**src/logic/fsl_pkg.sv**
```systemverilog
// Shared constants and types for the flash sector lock host controller.
package fsl_pkg;

	// ----------------------------------------------------------------
	// Clock and timing
	// ----------------------------------------------------------------
	localparam int unsigned CLK_PERIOD_NS = 5;
	localparam int unsigned T_VSL_US = 20;
	localparam int unsigned T_PUW_MS = 5;
	localparam int unsigned T_RST_US = 30;
	// Least times, so every count rounds up.
	localparam int unsigned VSL_CYC = (T_VSL_US * 1000 + CLK_PERIOD_NS - 1) / CLK_PERIOD_NS;
	localparam int unsigned PUW_CYC_DEF = (T_PUW_MS * 1000000 + CLK_PERIOD_NS - 1) / CLK_PERIOD_NS;
	localparam int unsigned RST_CYC_DEF = (T_RST_US * 1000 + CLK_PERIOD_NS - 1) / CLK_PERIOD_NS;
	// Half of the serial clock period in system clocks, giving a 50 ns serial clock.
	localparam logic [3:0] SCLK_HALF_CYC = 4'h5;

	// ----------------------------------------------------------------
	// Instruction opcodes and frame lengths
	// ----------------------------------------------------------------
	localparam logic [7:0] OP_LOCK = 8'h36;
	localparam logic [7:0] OP_UNLOCK = 8'h39;
	localparam logic [7:0] OP_RD_LOCK = 8'h3d;
	localparam logic [7:0] OP_GLOBAL_LOCK = 8'h7e;
	localparam logic [7:0] OP_GLOBAL_UNLOCK = 8'h98;
	localparam logic [7:0] OP_RESET_EN = 8'h66;
	localparam logic [7:0] OP_RESET = 8'h99;
	localparam logic [5:0] BITS_OPCODE = 6'h08;
	localparam logic [5:0] BITS_OP_ADDR = 6'h20;
	localparam logic [5:0] BITS_RD_LOCK = 6'h28;
	localparam logic [5:0] BITS_LAST = 6'h01;

	// ----------------------------------------------------------------
	// Own register map and fields
	// ----------------------------------------------------------------
	localparam int unsigned AXI_AW = 8;
	localparam logic [7:0] REG_CMD = 8'h00;
	localparam logic [7:0] REG_ADDR = 8'h04;
	localparam logic [7:0] REG_STATUS = 8'h08;
	localparam logic [7:0] REG_WREN_OP = 8'h0c;
	localparam logic [7:0] REG_LOCK_DATA = 8'h10;
	localparam int unsigned CMD_CODE_MSB = 2;
	localparam int unsigned CMD_IDLE_OK_BIT = 3;
	localparam int unsigned ST_BUSY_BIT = 0;
	localparam int unsigned ST_REFUSED_BIT = 1;
	localparam int unsigned ST_LOCKED_BIT = 2;
	localparam int unsigned ST_SEL_OK_BIT = 3;
	localparam int unsigned ST_WR_OK_BIT = 4;
	localparam int unsigned ST_DONE_BIT = 5;
	localparam logic [1:0] RESP_OKAY = 2'h0;
	localparam logic [1:0] RESP_SLVERR = 2'h2;

	// Command codes written to the command register.
	localparam logic [2:0] CMD_LOCK = 3'h1;
	localparam logic [2:0] CMD_UNLOCK = 3'h2;
	localparam logic [2:0] CMD_RD_LOCK = 3'h3;
	localparam logic [2:0] CMD_GLOBAL_LOCK = 3'h4;
	localparam logic [2:0] CMD_GLOBAL_UNLOCK = 3'h5;
	localparam logic [2:0] CMD_RESET = 3'h6;

	// ----------------------------------------------------------------
	// State machines
	// ----------------------------------------------------------------
	typedef enum logic [5:0] {
		S_IDLE = 6'h01,
		S_WREN = 6'h02,
		S_OP = 6'h04,
		S_RST_EN = 6'h08,
		S_RST_DO = 6'h10,
		S_RST_WAIT = 6'h20
	} fsl_state_e;

	typedef enum logic [3:0] {
		E_IDLE = 4'h1,
		E_SHIFT = 4'h2,
		E_HOLD = 4'h4,
		E_GAP = 4'h8
	} fsl_eng_e;

endpackage : fsl_pkg

```
**src/logic/fsl_wait_timer.sv**
```systemverilog
// One-shot wait timer that reports when a loaded cycle count has elapsed.
`timescale 1ns/100ps
module fsl_wait_timer #(
	parameter int unsigned CYCLES = 16
) (
	// Clock and reset
	input wire logic mclk,
	input wire logic nrst,
	// Control
	input wire logic start,
	output logic expired
);
	import fsl_pkg::*;

	logic [31:0] count;
	logic running;

	// Counts down from the load; a start while running restarts the wait.
	always_ff @(posedge mclk) begin
		if (!nrst) begin
			count <= 32'h0;
			running <= 1'b0;
			expired <= 1'b0;
		end else begin
			expired <= 1'b0;
			if (start) begin
				count <= 32'(CYCLES);
				running <= 1'b1;
			end else if (running) begin
				if (count <= 32'h1) begin
					running <= 1'b0;
					expired <= 1'b1;
				end else begin
					count <= count - 32'h1;
				end
			end
		end
	end

endmodule : fsl_wait_timer

```
**src/logic/fsl_spi_shift.sv**
```systemverilog
// Mode-0 serial frame engine: one chip select frame per start pulse.
`timescale 1ns/100ps
module fsl_spi_shift (
	// Clock and reset
	input wire logic mclk,
	input wire logic nrst,
	// Frame request
	input wire logic start,
	input wire logic [31:0] tx_word,
	input wire logic [5:0] n_bits,
	output logic done,
	output logic [7:0] rx_byte,
	// Serial pins
	output logic spi_sclk,
	output logic spi_cs_n,
	output logic serial_in,
	input wire logic serial_out
);
	import fsl_pkg::*;

	fsl_eng_e st;
	logic [31:0] shreg;
	logic [5:0] left;
	logic [3:0] tick;
	logic miso_q1;
	logic miso_q2;
	logic half_end;

	// Two-stage synchroniser; only the second stage feeds the receive shifter.
	always_ff @(posedge mclk) begin
		if (!nrst) begin
			miso_q1 <= 1'b0;
			miso_q2 <= 1'b0;
		end else begin
			miso_q1 <= serial_out;
			miso_q2 <= miso_q1;
		end
	end

	assign half_end = (tick == SCLK_HALF_CYC - 4'h1);

	// Half-period divider; it restarts with each frame so phases line up.
	always_ff @(posedge mclk) begin
		if (!nrst || st == E_IDLE || half_end) begin
			tick <= 4'h0;
		end else begin
			tick <= tick + 4'h1;
		end
	end

	// Data are launched while the clock is low and the reply is sampled late in
	// the high phase, well after the far end changed it on the falling edge.
	always_ff @(posedge mclk) begin
		if (!nrst) begin
			st <= E_IDLE;
			shreg <= 32'h0;
			left <= 6'h0;
			rx_byte <= 8'h0;
			done <= 1'b0;
			spi_sclk <= 1'b0;
			spi_cs_n <= 1'b1;
			serial_in <= 1'b0;
		end else begin
			done <= 1'b0;
			case (st)
				E_IDLE: begin
					if (start) begin
						spi_cs_n <= 1'b0;
						shreg <= tx_word;
						serial_in <= tx_word[31];
						left <= n_bits;
						st <= E_SHIFT;
					end
				end
				E_SHIFT: begin
					if (half_end) begin
						if (!spi_sclk) begin
							spi_sclk <= 1'b1;
						end else begin
							spi_sclk <= 1'b0;
							rx_byte <= {rx_byte[6:0], miso_q2};
							shreg <= {shreg[30:0], 1'b0};
							serial_in <= shreg[30];
							left <= left - 6'h1;
							if (left == BITS_LAST) begin
								st <= E_HOLD;
							end
						end
					end
				end
				E_HOLD: begin
					if (half_end) begin
						spi_cs_n <= 1'b1;
						serial_in <= 1'b0;
						st <= E_GAP;
					end
				end
				E_GAP: begin
					if (half_end) begin
						done <= 1'b1;
						st <= E_IDLE;
					end
				end
				default: begin
					st <= E_IDLE;
					spi_cs_n <= 1'b1;
				end
			endcase
		end
	end

endmodule : fsl_spi_shift

```
**src/logic/fsl_host.sv**
```systemverilog
// Host controller issuing block lock and software reset instructions to a serial flash.
//
// Added by the designer: register access over AXI4-Lite and the placing of the registers.
`timescale 1ns/100ps
// How it works
// [RQ1] Device applies lock bits only when lock_scheme_select is 1.
// [RQ2] With lock_scheme_select 0, device uses status protect bits only.
// [RQ3] Lock bits are volatile and come up locked after power-up or reset.
// [RQ4] Single lock: opcode 36h, 24-bit address, then chip select high.
// [RQ5] Single unlock: opcode 39h, 24-bit address, then chip select high.
// [RQ6] Lock-type instructions need write_enable_latch_bit set by a prior write enable.
// [RQ7] Read lock: opcode 3Dh, 24-bit address, reply shifted out MSB first.
// [RQ8] Reply LSB 1 means locked, 0 means unlocked.
// [RQ9] Global lock: opcode 7Eh alone sets every lock bit.
// [RQ10] Global unlock: opcode 98h alone clears every lock bit.
// [RQ11] Software reset needs 66h then 99h, each as its own frame.
// [RQ12] Any other instruction after 66h cancels the reset enable.
// [RQ13] Accepted reset restores defaults and clears write_enable_latch_bit and suspend_flag.
// [RQ14] After a reset, nothing is sent for about 30 microseconds.
// [RQ15] Busy and suspend_flag should be checked clear before the reset pair.
// [RQ16] Wait 20 us before chip select and 5 ms before writes.
// [RQ17] Device maps every 24-bit address to exactly one lock bit.
module fsl_host #(
	parameter int unsigned PUW_CYC = fsl_pkg::PUW_CYC_DEF,
	parameter int unsigned RST_CYC = fsl_pkg::RST_CYC_DEF
) (
	// Clock and reset
	input wire logic mclk,
	input wire logic nrst,
	// AXI4-Lite write channels
	input wire logic [fsl_pkg::AXI_AW-1:0] s_axi_awaddr,
	input wire logic s_axi_awvalid,
	output logic s_axi_awready,
	input wire logic [31:0] s_axi_wdata,
	input wire logic [3:0] s_axi_wstrb,
	input wire logic s_axi_wvalid,
	output logic s_axi_wready,
	output logic [1:0] s_axi_bresp,
	output logic s_axi_bvalid,
	input wire logic s_axi_bready,
	// AXI4-Lite read channels
	input wire logic [fsl_pkg::AXI_AW-1:0] s_axi_araddr,
	input wire logic s_axi_arvalid,
	output logic s_axi_arready,
	output logic [31:0] s_axi_rdata,
	output logic [1:0] s_axi_rresp,
	output logic s_axi_rvalid,
	input wire logic s_axi_rready,
	// Flash serial pins
	output logic spi_sclk,
	output logic spi_cs_n,
	output logic serial_in,
	input wire logic serial_out
);
	import fsl_pkg::*;

	// ----------------------------------------------------------------
	// Declarations
	// ----------------------------------------------------------------
	fsl_state_e state;
	logic [AXI_AW-1:0] aw_addr;
	logic aw_got;
	logic [31:0] w_data;
	logic [3:0] w_strb;
	logic w_got;
	logic do_write;
	logic wr_hit;
	logic [31:0] rd_mux;
	logic rd_hit;
	logic [23:0] addr_reg;
	logic [7:0] wren_op;
	logic [2:0] cmd_code;
	logic [7:0] lock_data;
	logic refused;
	logic cmd_done;
	logic [31:0] pu_cnt;
	logic sel_ok;
	logic wr_ok;
	logic eng_start;
	logic [31:0] eng_tx;
	logic [5:0] eng_bits;
	logic eng_done;
	logic [7:0] eng_rx;
	logic tmr_start;
	logic tmr_expired;
	logic [2:0] wr_code;
	logic wr_idle_ok;
	logic code_ok;
	logic code_write;
	logic accept;
	logic [7:0] next_opcode;
	logic [5:0] next_bits;
	logic next_has_addr;
	logic [31:0] status_word;
	logic [31:0] addr_merged;

	// Merges written bytes under their strobes into the old word.
	function automatic logic [31:0] fsl_merge(input logic [31:0] old_w, input logic [31:0] new_w,
		input logic [3:0] strb);
		logic [31:0] res;
		res = old_w;
		for (int i = 0; i < 4; i++) begin
			if (strb[i]) begin
				res[i*8 +: 8] = new_w[i*8 +: 8];
			end
		end
		return res;
	endfunction : fsl_merge

	// ----------------------------------------------------------------
	// AXI4-Lite slave
	// ----------------------------------------------------------------
	assign do_write = aw_got && w_got && !s_axi_bvalid;

	// Address and data are caught independently, so either may come first.
	always_ff @(posedge mclk) begin
		if (!nrst) begin
			s_axi_awready <= 1'b0;
			aw_got <= 1'b0;
			aw_addr <= '0;
		end else if (s_axi_awready && s_axi_awvalid) begin
			s_axi_awready <= 1'b0;
			aw_got <= 1'b1;
			aw_addr <= s_axi_awaddr;
		end else if (do_write) begin
			aw_got <= 1'b0;
		end else if (!aw_got && !s_axi_bvalid) begin
			s_axi_awready <= 1'b1;
		end
	end

	always_ff @(posedge mclk) begin
		if (!nrst) begin
			s_axi_wready <= 1'b0;
			w_got <= 1'b0;
			w_data <= 32'h0;
			w_strb <= 4'h0;
		end else if (s_axi_wready && s_axi_wvalid) begin
			s_axi_wready <= 1'b0;
			w_got <= 1'b1;
			w_data <= s_axi_wdata;
			w_strb <= s_axi_wstrb;
		end else if (do_write) begin
			w_got <= 1'b0;
		end else if (!w_got && !s_axi_bvalid) begin
			s_axi_wready <= 1'b1;
		end
	end

	assign wr_hit = ({aw_addr[AXI_AW-1:2], 2'b00} == REG_CMD) ||
		({aw_addr[AXI_AW-1:2], 2'b00} == REG_ADDR) ||
		({aw_addr[AXI_AW-1:2], 2'b00} == REG_STATUS) ||
		({aw_addr[AXI_AW-1:2], 2'b00} == REG_WREN_OP) ||
		({aw_addr[AXI_AW-1:2], 2'b00} == REG_LOCK_DATA);

	// Write response one cycle after both halves are held; unmapped gets an error.
	always_ff @(posedge mclk) begin
		if (!nrst) begin
			s_axi_bvalid <= 1'b0;
			s_axi_bresp <= RESP_OKAY;
		end else if (do_write) begin
			s_axi_bvalid <= 1'b1;
			s_axi_bresp <= wr_hit ? RESP_OKAY : RESP_SLVERR;
		end else if (s_axi_bready) begin
			s_axi_bvalid <= 1'b0;
		end
	end

	// Read mux; status and lock data are read-only views of block state.
	always_comb begin
		rd_mux = 32'h0;
		rd_hit = 1'b1;
		case ({s_axi_araddr[AXI_AW-1:2], 2'b00})
			REG_CMD: rd_mux = {29'h0, cmd_code};
			REG_ADDR: rd_mux = {8'h0, addr_reg};
			REG_STATUS: rd_mux = status_word;
			REG_WREN_OP: rd_mux = {24'h0, wren_op};
			REG_LOCK_DATA: rd_mux = {24'h0, lock_data};
			default: rd_hit = 1'b0;
		endcase
	end

	always_ff @(posedge mclk) begin
		if (!nrst) begin
			s_axi_arready <= 1'b0;
			s_axi_rvalid <= 1'b0;
			s_axi_rdata <= 32'h0;
			s_axi_rresp <= RESP_OKAY;
		end else if (s_axi_arready && s_axi_arvalid) begin
			s_axi_arready <= 1'b0;
			s_axi_rvalid <= 1'b1;
			s_axi_rdata <= rd_mux;
			s_axi_rresp <= rd_hit ? RESP_OKAY : RESP_SLVERR;
		end else if (s_axi_rvalid && s_axi_rready) begin
			s_axi_rvalid <= 1'b0;
		end else if (!s_axi_rvalid) begin
			s_axi_arready <= 1'b1;
		end
	end

	// ----------------------------------------------------------------
	// Command decode and acceptance
	// ----------------------------------------------------------------
	assign wr_code = w_data[CMD_CODE_MSB:0];
	assign wr_idle_ok = w_data[CMD_IDLE_OK_BIT];

	always_comb begin
		next_opcode = OP_RD_LOCK;
		next_bits = BITS_RD_LOCK;
		next_has_addr = 1'b1;
		code_ok = 1'b1;
		code_write = 1'b1;
		case (wr_code)
			CMD_LOCK: begin
				next_opcode = OP_LOCK;
				next_bits = BITS_OP_ADDR;
			end
			CMD_UNLOCK: begin
				next_opcode = OP_UNLOCK;
				next_bits = BITS_OP_ADDR;
			end
			CMD_RD_LOCK: code_write = 1'b0;
			CMD_GLOBAL_LOCK: begin
				next_opcode = OP_GLOBAL_LOCK;
				next_bits = BITS_OPCODE;
				next_has_addr = 1'b0;
			end
			CMD_GLOBAL_UNLOCK: begin
				next_opcode = OP_GLOBAL_UNLOCK;
				next_bits = BITS_OPCODE;
				next_has_addr = 1'b0;
			end
			CMD_RESET: begin
				next_opcode = OP_RESET_EN;
				next_bits = BITS_OPCODE;
				next_has_addr = 1'b0;
				code_write = 1'b0;
			end
			default: code_ok = 1'b0;
		endcase
	end

	// [RQ15] Reset needs confirmation. Software sets the idle bit once it has seen
	// busy and suspend_flag clear; the host cannot know that on its own.
	// [RQ16] Power-up gating. No frame before the select delay, no write before the write delay.
	assign accept = do_write && w_strb[0] && ({aw_addr[AXI_AW-1:2], 2'b00} == REG_CMD) &&
		state == S_IDLE && code_ok && sel_ok && (wr_ok || !code_write) &&
		(wr_idle_ok || wr_code != CMD_RESET);

	// A function result cannot be sliced directly, so the merged word is a net first.
	assign addr_merged = fsl_merge({8'h0, addr_reg}, w_data, w_strb);

	// Software registers: address, write enable opcode and last accepted command code.
	always_ff @(posedge mclk) begin
		if (!nrst) begin
			addr_reg <= 24'h0;
			wren_op <= 8'h0;
			cmd_code <= 3'h0;
		end else if (do_write) begin
			if ({aw_addr[AXI_AW-1:2], 2'b00} == REG_ADDR) begin
				addr_reg <= addr_merged[23:0];
			end
			if ({aw_addr[AXI_AW-1:2], 2'b00} == REG_WREN_OP && w_strb[0]) begin
				wren_op <= w_data[7:0];
			end
			if (accept) begin
				cmd_code <= wr_code;
			end
		end
	end

	// Refused flag stays until the next accepted command; every accept also meets the refusal condition, and accept wins.
	always_ff @(posedge mclk) begin
		if (!nrst) begin
			refused <= 1'b0;
		end else if (accept) begin
			refused <= 1'b0;
		end else if (do_write && w_strb[0] && {aw_addr[AXI_AW-1:2], 2'b00} == REG_CMD) begin
			refused <= 1'b1;
		end
	end

	// [RQ16] Power-up counter. Saturates once the longer write delay has passed.
	always_ff @(posedge mclk) begin
		if (!nrst) begin
			pu_cnt <= 32'h0;
			sel_ok <= 1'b0;
			wr_ok <= 1'b0;
		end else begin
			if (pu_cnt < 32'(PUW_CYC)) begin
				pu_cnt <= pu_cnt + 32'h1;
			end
			sel_ok <= (pu_cnt >= 32'(VSL_CYC));
			wr_ok <= (pu_cnt >= 32'(PUW_CYC));
		end
	end

	// ----------------------------------------------------------------
	// Sequencer
	// ----------------------------------------------------------------
	always_ff @(posedge mclk) begin
		if (!nrst) begin
			state <= S_IDLE;
			eng_start <= 1'b0;
			eng_tx <= 32'h0;
			eng_bits <= BITS_OPCODE;
			tmr_start <= 1'b0;
			lock_data <= 8'h0;
			cmd_done <= 1'b0;
		end else begin
			eng_start <= 1'b0;
			tmr_start <= 1'b0;
			case (state)
				S_IDLE: begin
					if (accept) begin
						cmd_done <= 1'b0;
						eng_start <= 1'b1;
						// [RQ6] Write enable first. Each lock-type frame follows its own write enable.
						if (code_write) begin
							eng_tx <= {wren_op, 24'h0};
							eng_bits <= BITS_OPCODE;
							state <= S_WREN;
						end else begin
							// [RQ7] Read lock frame.
							// [RQ11] Reset enable frame. Sent alone, then the reset frame follows.
							eng_tx <= {next_opcode, next_has_addr ? addr_reg : 24'h0};
							eng_bits <= next_bits;
							state <= (wr_code == CMD_RESET) ? S_RST_EN : S_OP;
						end
					end
				end
				S_WREN: begin
					if (eng_done) begin
						// [RQ4] Lock address frame. Opcode, 24-bit address, then select rises.
						// [RQ9] Global frames. Opcode alone, no address.
						// [RQ5] Unlock address frame.
						// [RQ10] Global unlock frame.
						eng_start <= 1'b1;
						eng_tx <= {next_opcode, next_has_addr ? addr_reg : 24'h0};
						eng_bits <= next_bits;
						state <= S_OP;
					end
				end
				S_OP: begin
					if (eng_done) begin
						// [RQ8] Lock reply byte. Its low bit is the locked state.
						if (cmd_code == CMD_RD_LOCK) begin
							lock_data <= eng_rx;
						end
						cmd_done <= 1'b1;
						state <= S_IDLE;
					end
				end
				S_RST_EN: begin
					if (eng_done) begin
						// [RQ12] Reset follows directly. Nothing may slip between the pair.
						eng_start <= 1'b1;
						eng_tx <= {OP_RESET, 24'h0};
						eng_bits <= BITS_OPCODE;
						state <= S_RST_DO;
					end
				end
				S_RST_DO: begin
					if (eng_done) begin
						tmr_start <= 1'b1;
						state <= S_RST_WAIT;
					end
				end
				S_RST_WAIT: begin
					// [RQ14] Recovery wait. Busy holds off commands until it ends.
					if (tmr_expired) begin
						cmd_done <= 1'b1;
						state <= S_IDLE;
					end
				end
				default: state <= S_IDLE;
			endcase
		end
	end

	always_comb begin
		status_word = 32'h0;
		status_word[ST_BUSY_BIT] = (state != S_IDLE);
		status_word[ST_REFUSED_BIT] = refused;
		status_word[ST_LOCKED_BIT] = lock_data[0];
		status_word[ST_SEL_OK_BIT] = sel_ok;
		status_word[ST_WR_OK_BIT] = wr_ok;
		status_word[ST_DONE_BIT] = cmd_done;
	end

	// ----------------------------------------------------------------
	// Submodules
	// ----------------------------------------------------------------
	fsl_spi_shift u_shift (
		.mclk(mclk),
		.nrst(nrst),
		.start(eng_start),
		.tx_word(eng_tx),
		.n_bits(eng_bits),
		.done(eng_done),
		.rx_byte(eng_rx),
		.spi_sclk(spi_sclk),
		.spi_cs_n(spi_cs_n),
		.serial_in(serial_in),
		.serial_out(serial_out)
	);

	fsl_wait_timer #(
		.CYCLES(RST_CYC)
	) u_rst_wait (
		.mclk(mclk),
		.nrst(nrst),
		.start(tmr_start),
		.expired(tmr_expired)
	);

	// ----------------------------------------------------------------
	// Checks
	// ----------------------------------------------------------------
	logic [7:0] last_op;
	logic wren_sent;
	logic rst_seen;
	logic [31:0] since_rst;

	always_ff @(posedge mclk) begin
		if (!nrst) begin
			last_op <= 8'h0;
			wren_sent <= 1'b0;
			rst_seen <= 1'b0;
			since_rst <= 32'h0;
		end else begin
			if (eng_start) begin
				last_op <= eng_tx[31:24];
			end
			if (state == S_WREN && eng_done) begin
				wren_sent <= 1'b1;
			end else if (eng_start) begin
				wren_sent <= 1'b0;
			end
			if (state == S_RST_DO && eng_done) begin
				rst_seen <= 1'b1;
				since_rst <= 32'h0;
			end else if (since_rst < 32'(RST_CYC)) begin
				since_rst <= since_rst + 32'h1;
			end
		end
	end

	a_lock_frame: assert property (@(posedge mclk) disable iff (!nrst) // [RQ4]
		eng_start && eng_tx[31:24] == OP_LOCK |-> eng_bits == BITS_OP_ADDR && eng_tx[23:0] == addr_reg)
		else $error("lock frame not opcode plus address");
	a_unlock_frame: assert property (@(posedge mclk) disable iff (!nrst) // [RQ5]
		eng_start && eng_tx[31:24] == OP_UNLOCK |-> eng_bits == BITS_OP_ADDR ##1 !spi_cs_n)
		else $error("unlock frame malformed");
	a_wren_first: assert property (@(posedge mclk) disable iff (!nrst) // [RQ6]
		eng_start && (eng_tx[31:24] == OP_LOCK || eng_tx[31:24] == OP_GLOBAL_UNLOCK ||
		eng_tx[31:24] == OP_UNLOCK || eng_tx[31:24] == OP_GLOBAL_LOCK) |-> wren_sent)
		else $error("lock-type frame without write enable");
	a_read_len: assert property (@(posedge mclk) disable iff (!nrst) // [RQ7]
		eng_start && eng_tx[31:24] == OP_RD_LOCK |-> eng_bits == BITS_RD_LOCK)
		else $error("read lock frame length wrong");
	a_global_len: assert property (@(posedge mclk) disable iff (!nrst) // [RQ10]
		eng_start && (eng_tx[31:24] == OP_GLOBAL_LOCK || eng_tx[31:24] == OP_GLOBAL_UNLOCK)
		|-> eng_bits == BITS_OPCODE)
		else $error("global frame carries address");
	a_reset_pair: assert property (@(posedge mclk) disable iff (!nrst) // [RQ11]
		eng_start && eng_tx[31:24] == OP_RESET |-> last_op == OP_RESET_EN && $past(state) == S_RST_EN)
		else $error("reset not directly after reset enable");
	a_reset_quiet: assert property (@(posedge mclk) disable iff (!nrst) // [RQ14]
		eng_start && rst_seen |-> since_rst >= 32'(RST_CYC))
		else $error("frame sent during reset recovery");
	a_select_delay: assert property (@(posedge mclk) disable iff (!nrst) // [RQ16]
		$fell(spi_cs_n) |-> pu_cnt >= 32'(VSL_CYC))
		else $error("chip select before power-up select delay");
	a_write_delay: assert property (@(posedge mclk) disable iff (!nrst) // [RQ16]
		eng_start && state == S_WREN |-> wr_ok)
		else $error("write enable before power-up write delay");
	a_lock_capture: assert property (@(posedge mclk) disable iff (!nrst) // [RQ8]
		state == S_OP && eng_done && cmd_code == CMD_RD_LOCK |=> lock_data == $past(eng_rx))
		else $error("lock reply not captured");

endmodule : fsl_host

```
**config.mk**
```make
export PLATFORM = sky130hd
export DESIGN_NAME = fsl_host
export DESIGN_NICKNAME = d
export VERILOG_FILES = /design/src/logic/fsl_pkg.sv /design/src/logic/fsl_wait_timer.sv /design/src/logic/fsl_spi_shift.sv /design/src/logic/fsl_host.sv
export SDC_FILE = /design/constraint.sdc
export NUM_CORES = 1
export LEC_CHECK = 0
export BUFFER_PORTS_ARGS = -buffer_cell sky130_fd_sc_hd__buf_2
export CAP_MARGIN = 20
export CORE_ASPECT_RATIO = 0.6
export CORE_MARGIN = 2
export CORE_UTILIZATION = 49
export DETAILED_ROUTE_END_ITERATION = 12
export PLACE_DENSITY_LB_ADDON = 0.1
export SYNTH_ARGS = -nofsm -noshare
export SYNTH_HDL_FRONTEND = slang
export SYNTH_SLANG_ARGS = --single-unit
```
**constraint.sdc**
```tcl
create_clock -name mclk -period 3.23 [get_ports mclk]
set_clock_uncertainty 0.1 [all_clocks]
set_input_delay 0.646 -clock mclk [delete_from_list [all_inputs] [get_ports mclk]]
set_output_delay 0.646 -clock mclk [all_outputs]
set_load 0.05 [all_outputs]
```
==> results.md <==
* Most common cell after layout, fill and taps aside: dfxtp_1
* Placement row count at 44
* Vias in the first global route at between 9k and 10k
* Final hold vios at 0
* Ys async rst share at 0%
* RD Place Congestion at just over 0.9
* FMAX at ~0.37 GHz
* Critical path fanouts, max at 14
* Startpoint Class: flop
* Total power at 7.22 mW
* Core ar. at 24,100 um^2
* Max-slew headroom at 39.7%
* CTS tree: yes
* Worst min-delay path class: primary input to flop
* Root Buffer: clkbuf_16
* #FFs+latches synth at between 200 and 300
* Setup TNS at 0 ns
* GR Overflow Total at 0
* Worst skew pair latency at 0.53 ns
* Syn Area/Cell at 8.56 um^2
* Via count of the routed design at between 10k and 15k
* Fin. max-slew vios at 0
* Reg2Reg Depth at 5
* Min cycle time layout at roughly 2.7 ns
* Syn. warnings at 0
* Area grow syn2layout at 13.3%
* GRT Util Overall at roughly 23%
* Initial antenna violation count at 1
* Layout cell share with drive strength beyond 1 at approximately an eighth
* Top_reg_cell synth: dfxtp_1
* # clock sinks at 280
* Setup slack, reg-to-reg at between 0.5 and 0.6 ns
* Drt initial violations at a little over 1k
* Die area at 25,600 um^2
* Area leader, netlist: dfxtp_1
* Post-CTS Setup Repair Bufs at 0
* WL final at roughly 30,000 um
* Lkg Pwr at 4.98 nW
* Nets at 1,507
* Slew @ Worst Pin at 0.902 ns
* FF-to-FF Start: u_rst_wait.count[11]
* Hold Crit Start: s_axi_wdata[19]
* Largest net degree at the start of global routing at 59
* Kind of end point of the critical path: flop
* Kind of critical path: flop to flop
* Die span in y at 125 um
* Fillers at roughly 2.2k
* Ranking of synthesized cells by area: dfxtp_1 (47%), nand2_1 (7.2%), a21oi_1 (5.3%), a22o_1 (3.5%), nor2_1 (3.4%)
* Sequential fraction of the synthesis area at ~47%
* Level count of the clock H-tree at 1
* Peak VDD IR at about 370 uV
* DRC errors left at 0
* Syn Inst Count at ~1.4k
* Initial DRT Pass Iterations at 8
* Setup WS pre-CTS at between 0.6 and 0.7 ns
* Status: finished clean
* Hpwl dp at about 21,000 um
* Remaining antenna violation count at 0
* Vias/cell at between 5 and 6
* Synth top area share at between 40% and 50%
* Final worst slack at around 0.56 ns
* CTS resizes at 0
* RSZ-0062 raised after global routing: no
* Cell area after synthesis at between 10,000 and 15,000 um^2
* Clk buf depth at 3
* Most frequent cells in the layout: dfxtp_1 (280), nand2_1 (229), a21oi_1 (127), nor2_1 (108), buf_2 (80)
* Final setup viols at 0
* Max-Cap Viols at 0
* Hold depth at 3
* TritonCTS Buffers at 27
* Synth unique cells at 75
* First-pass GRT wire length at ~50,000 um
* # IOs at ~100
* Post-synth EDFFs at 0
* Initial Util at between 40% and 50%
* Hold Worst Slack at about 0.26 ns
* Hold EP: w_data[19]
* Number of port buffers at 80
* Data arrival time of the worst path at 3.01 ns
* CTS Hold Bufs at 0
* Top flop regs: eng_tx x32, pu_cnt x32, u_rst_wait.count x32
* WP data required at 3.57 ns
* Die Wd at between 200 and 250 um
* Clock-pin slew on the worst setup and hold paths at about 0.07 ns
* Final period util at between 80% and 90%
* R2R Path End: u_rst_wait.count[10]
* Drt wl/cell at between 15 and 20 um
* Power per cell area at 535 nW/um^2
## cell usage after synthesis (all sizes together) (19+ instances only)
cell and n:
nor2 108, a311oi 31, nor3 40, inv 21
mux2i 29, or3 25, nand2 229, nand4 22
clkbuf 75, or4 21, o21ai 35, buf 28
a22o 47, nor4 19, nand3 49, and2 22
dfxtp 280, a21oi 127
## stage by stage
step / utilization (%) / area (um^2) / std cells
2_1_floorplan: - / 12000 / 1402
3_3_place_gp: 52.3 / 12600 / 1731
3_5_place_dp: 52.3 / 12600 / 1731
4_1_cts: 56.1 / 13500 / 1780
5_1_grt: 56.1 / 13500 / 1781
6_report: 56.1 / 13500 / 1782
## how the worst max path moves through the flow
| stage | startpoint | slack, ns | end |
|---|---|---|---|
| detailed placement | u_rst_wait.count[11] | 0.64 | u_rst_wait.count[10] |
| CTS | u_rst_wait.count[11] | 0.61 | u_rst_wait.count[10] |
| floorplan | s_axi_araddr[5] | 0.75 | s_axi_rdata[13] |
| global route | u_rst_wait.count[11] | 0.39 | u_rst_wait.count[10] |
| finish | u_rst_wait.count[11] | 0.56 | u_rst_wait.count[10] |
| global placement | u_rst_wait.count[11] | 0.66 | u_rst_wait.count[10] |
## logic make-up (layout without fill, tap and decap cells)
kind of cell / after synthesis / count (layout) / synth area share [%]
xor gates and xnor gates: 13 / 13 / 0.955
muxes: 31 / 31 / 2.62
buffers and inverters: 125 / 182 / 4.44
AOI/OAI and AO/OA: 333 / 333 / 18.9
DFF: 280 / 280 / 47.0
other: 1 / 11 / 0.0315
and+or+nand+nor: 602 / 602 / 25.2
adders and majority gates: 8 / 8 / 0.840
## layout make-up
| cell class | count | area, um^2 | area share, % |
|---|---|---|---|
| multi-input combinational | 997 | 5850 | 43.3 |
| sequential | 280 | 5610 | 41.5 |
| clock buffer | 39 | 781 | 5.78 |
| timing repair buffer | 111 | 651 | 4.82 |
| tap | 322 | 403 | 2.98 |
| clock inverter | 10 | 129 | 0.954 |
| inverter | 22 | 85.1 | 0.630 |
| antenna | 1 | 2.50 | 0.0185 |
## report_power, final
part           internal, mW  switching, mW
Sequential             3.50         0.0598
Combinational         0.143          0.287
Clock                  1.92           1.32
Total                  5.56           1.66
## critical path, cell delays in order, from the launching register on
cell      delay [ns]
dfxtp_1         0.37
nor4_2          0.48
nand4b_1        0.32
or4_1           0.86
and4_1          0.31
nor3_1          0.14
## routing by layer
layer / track usage, % / wire length [um]
met5: 0 / 0
met4: 3.72 / 394
met3: 4.19 / 2090
met2: 29.3 / 11100
met1: 39.8 / 16200
Power figures use the tool's default switching activity.
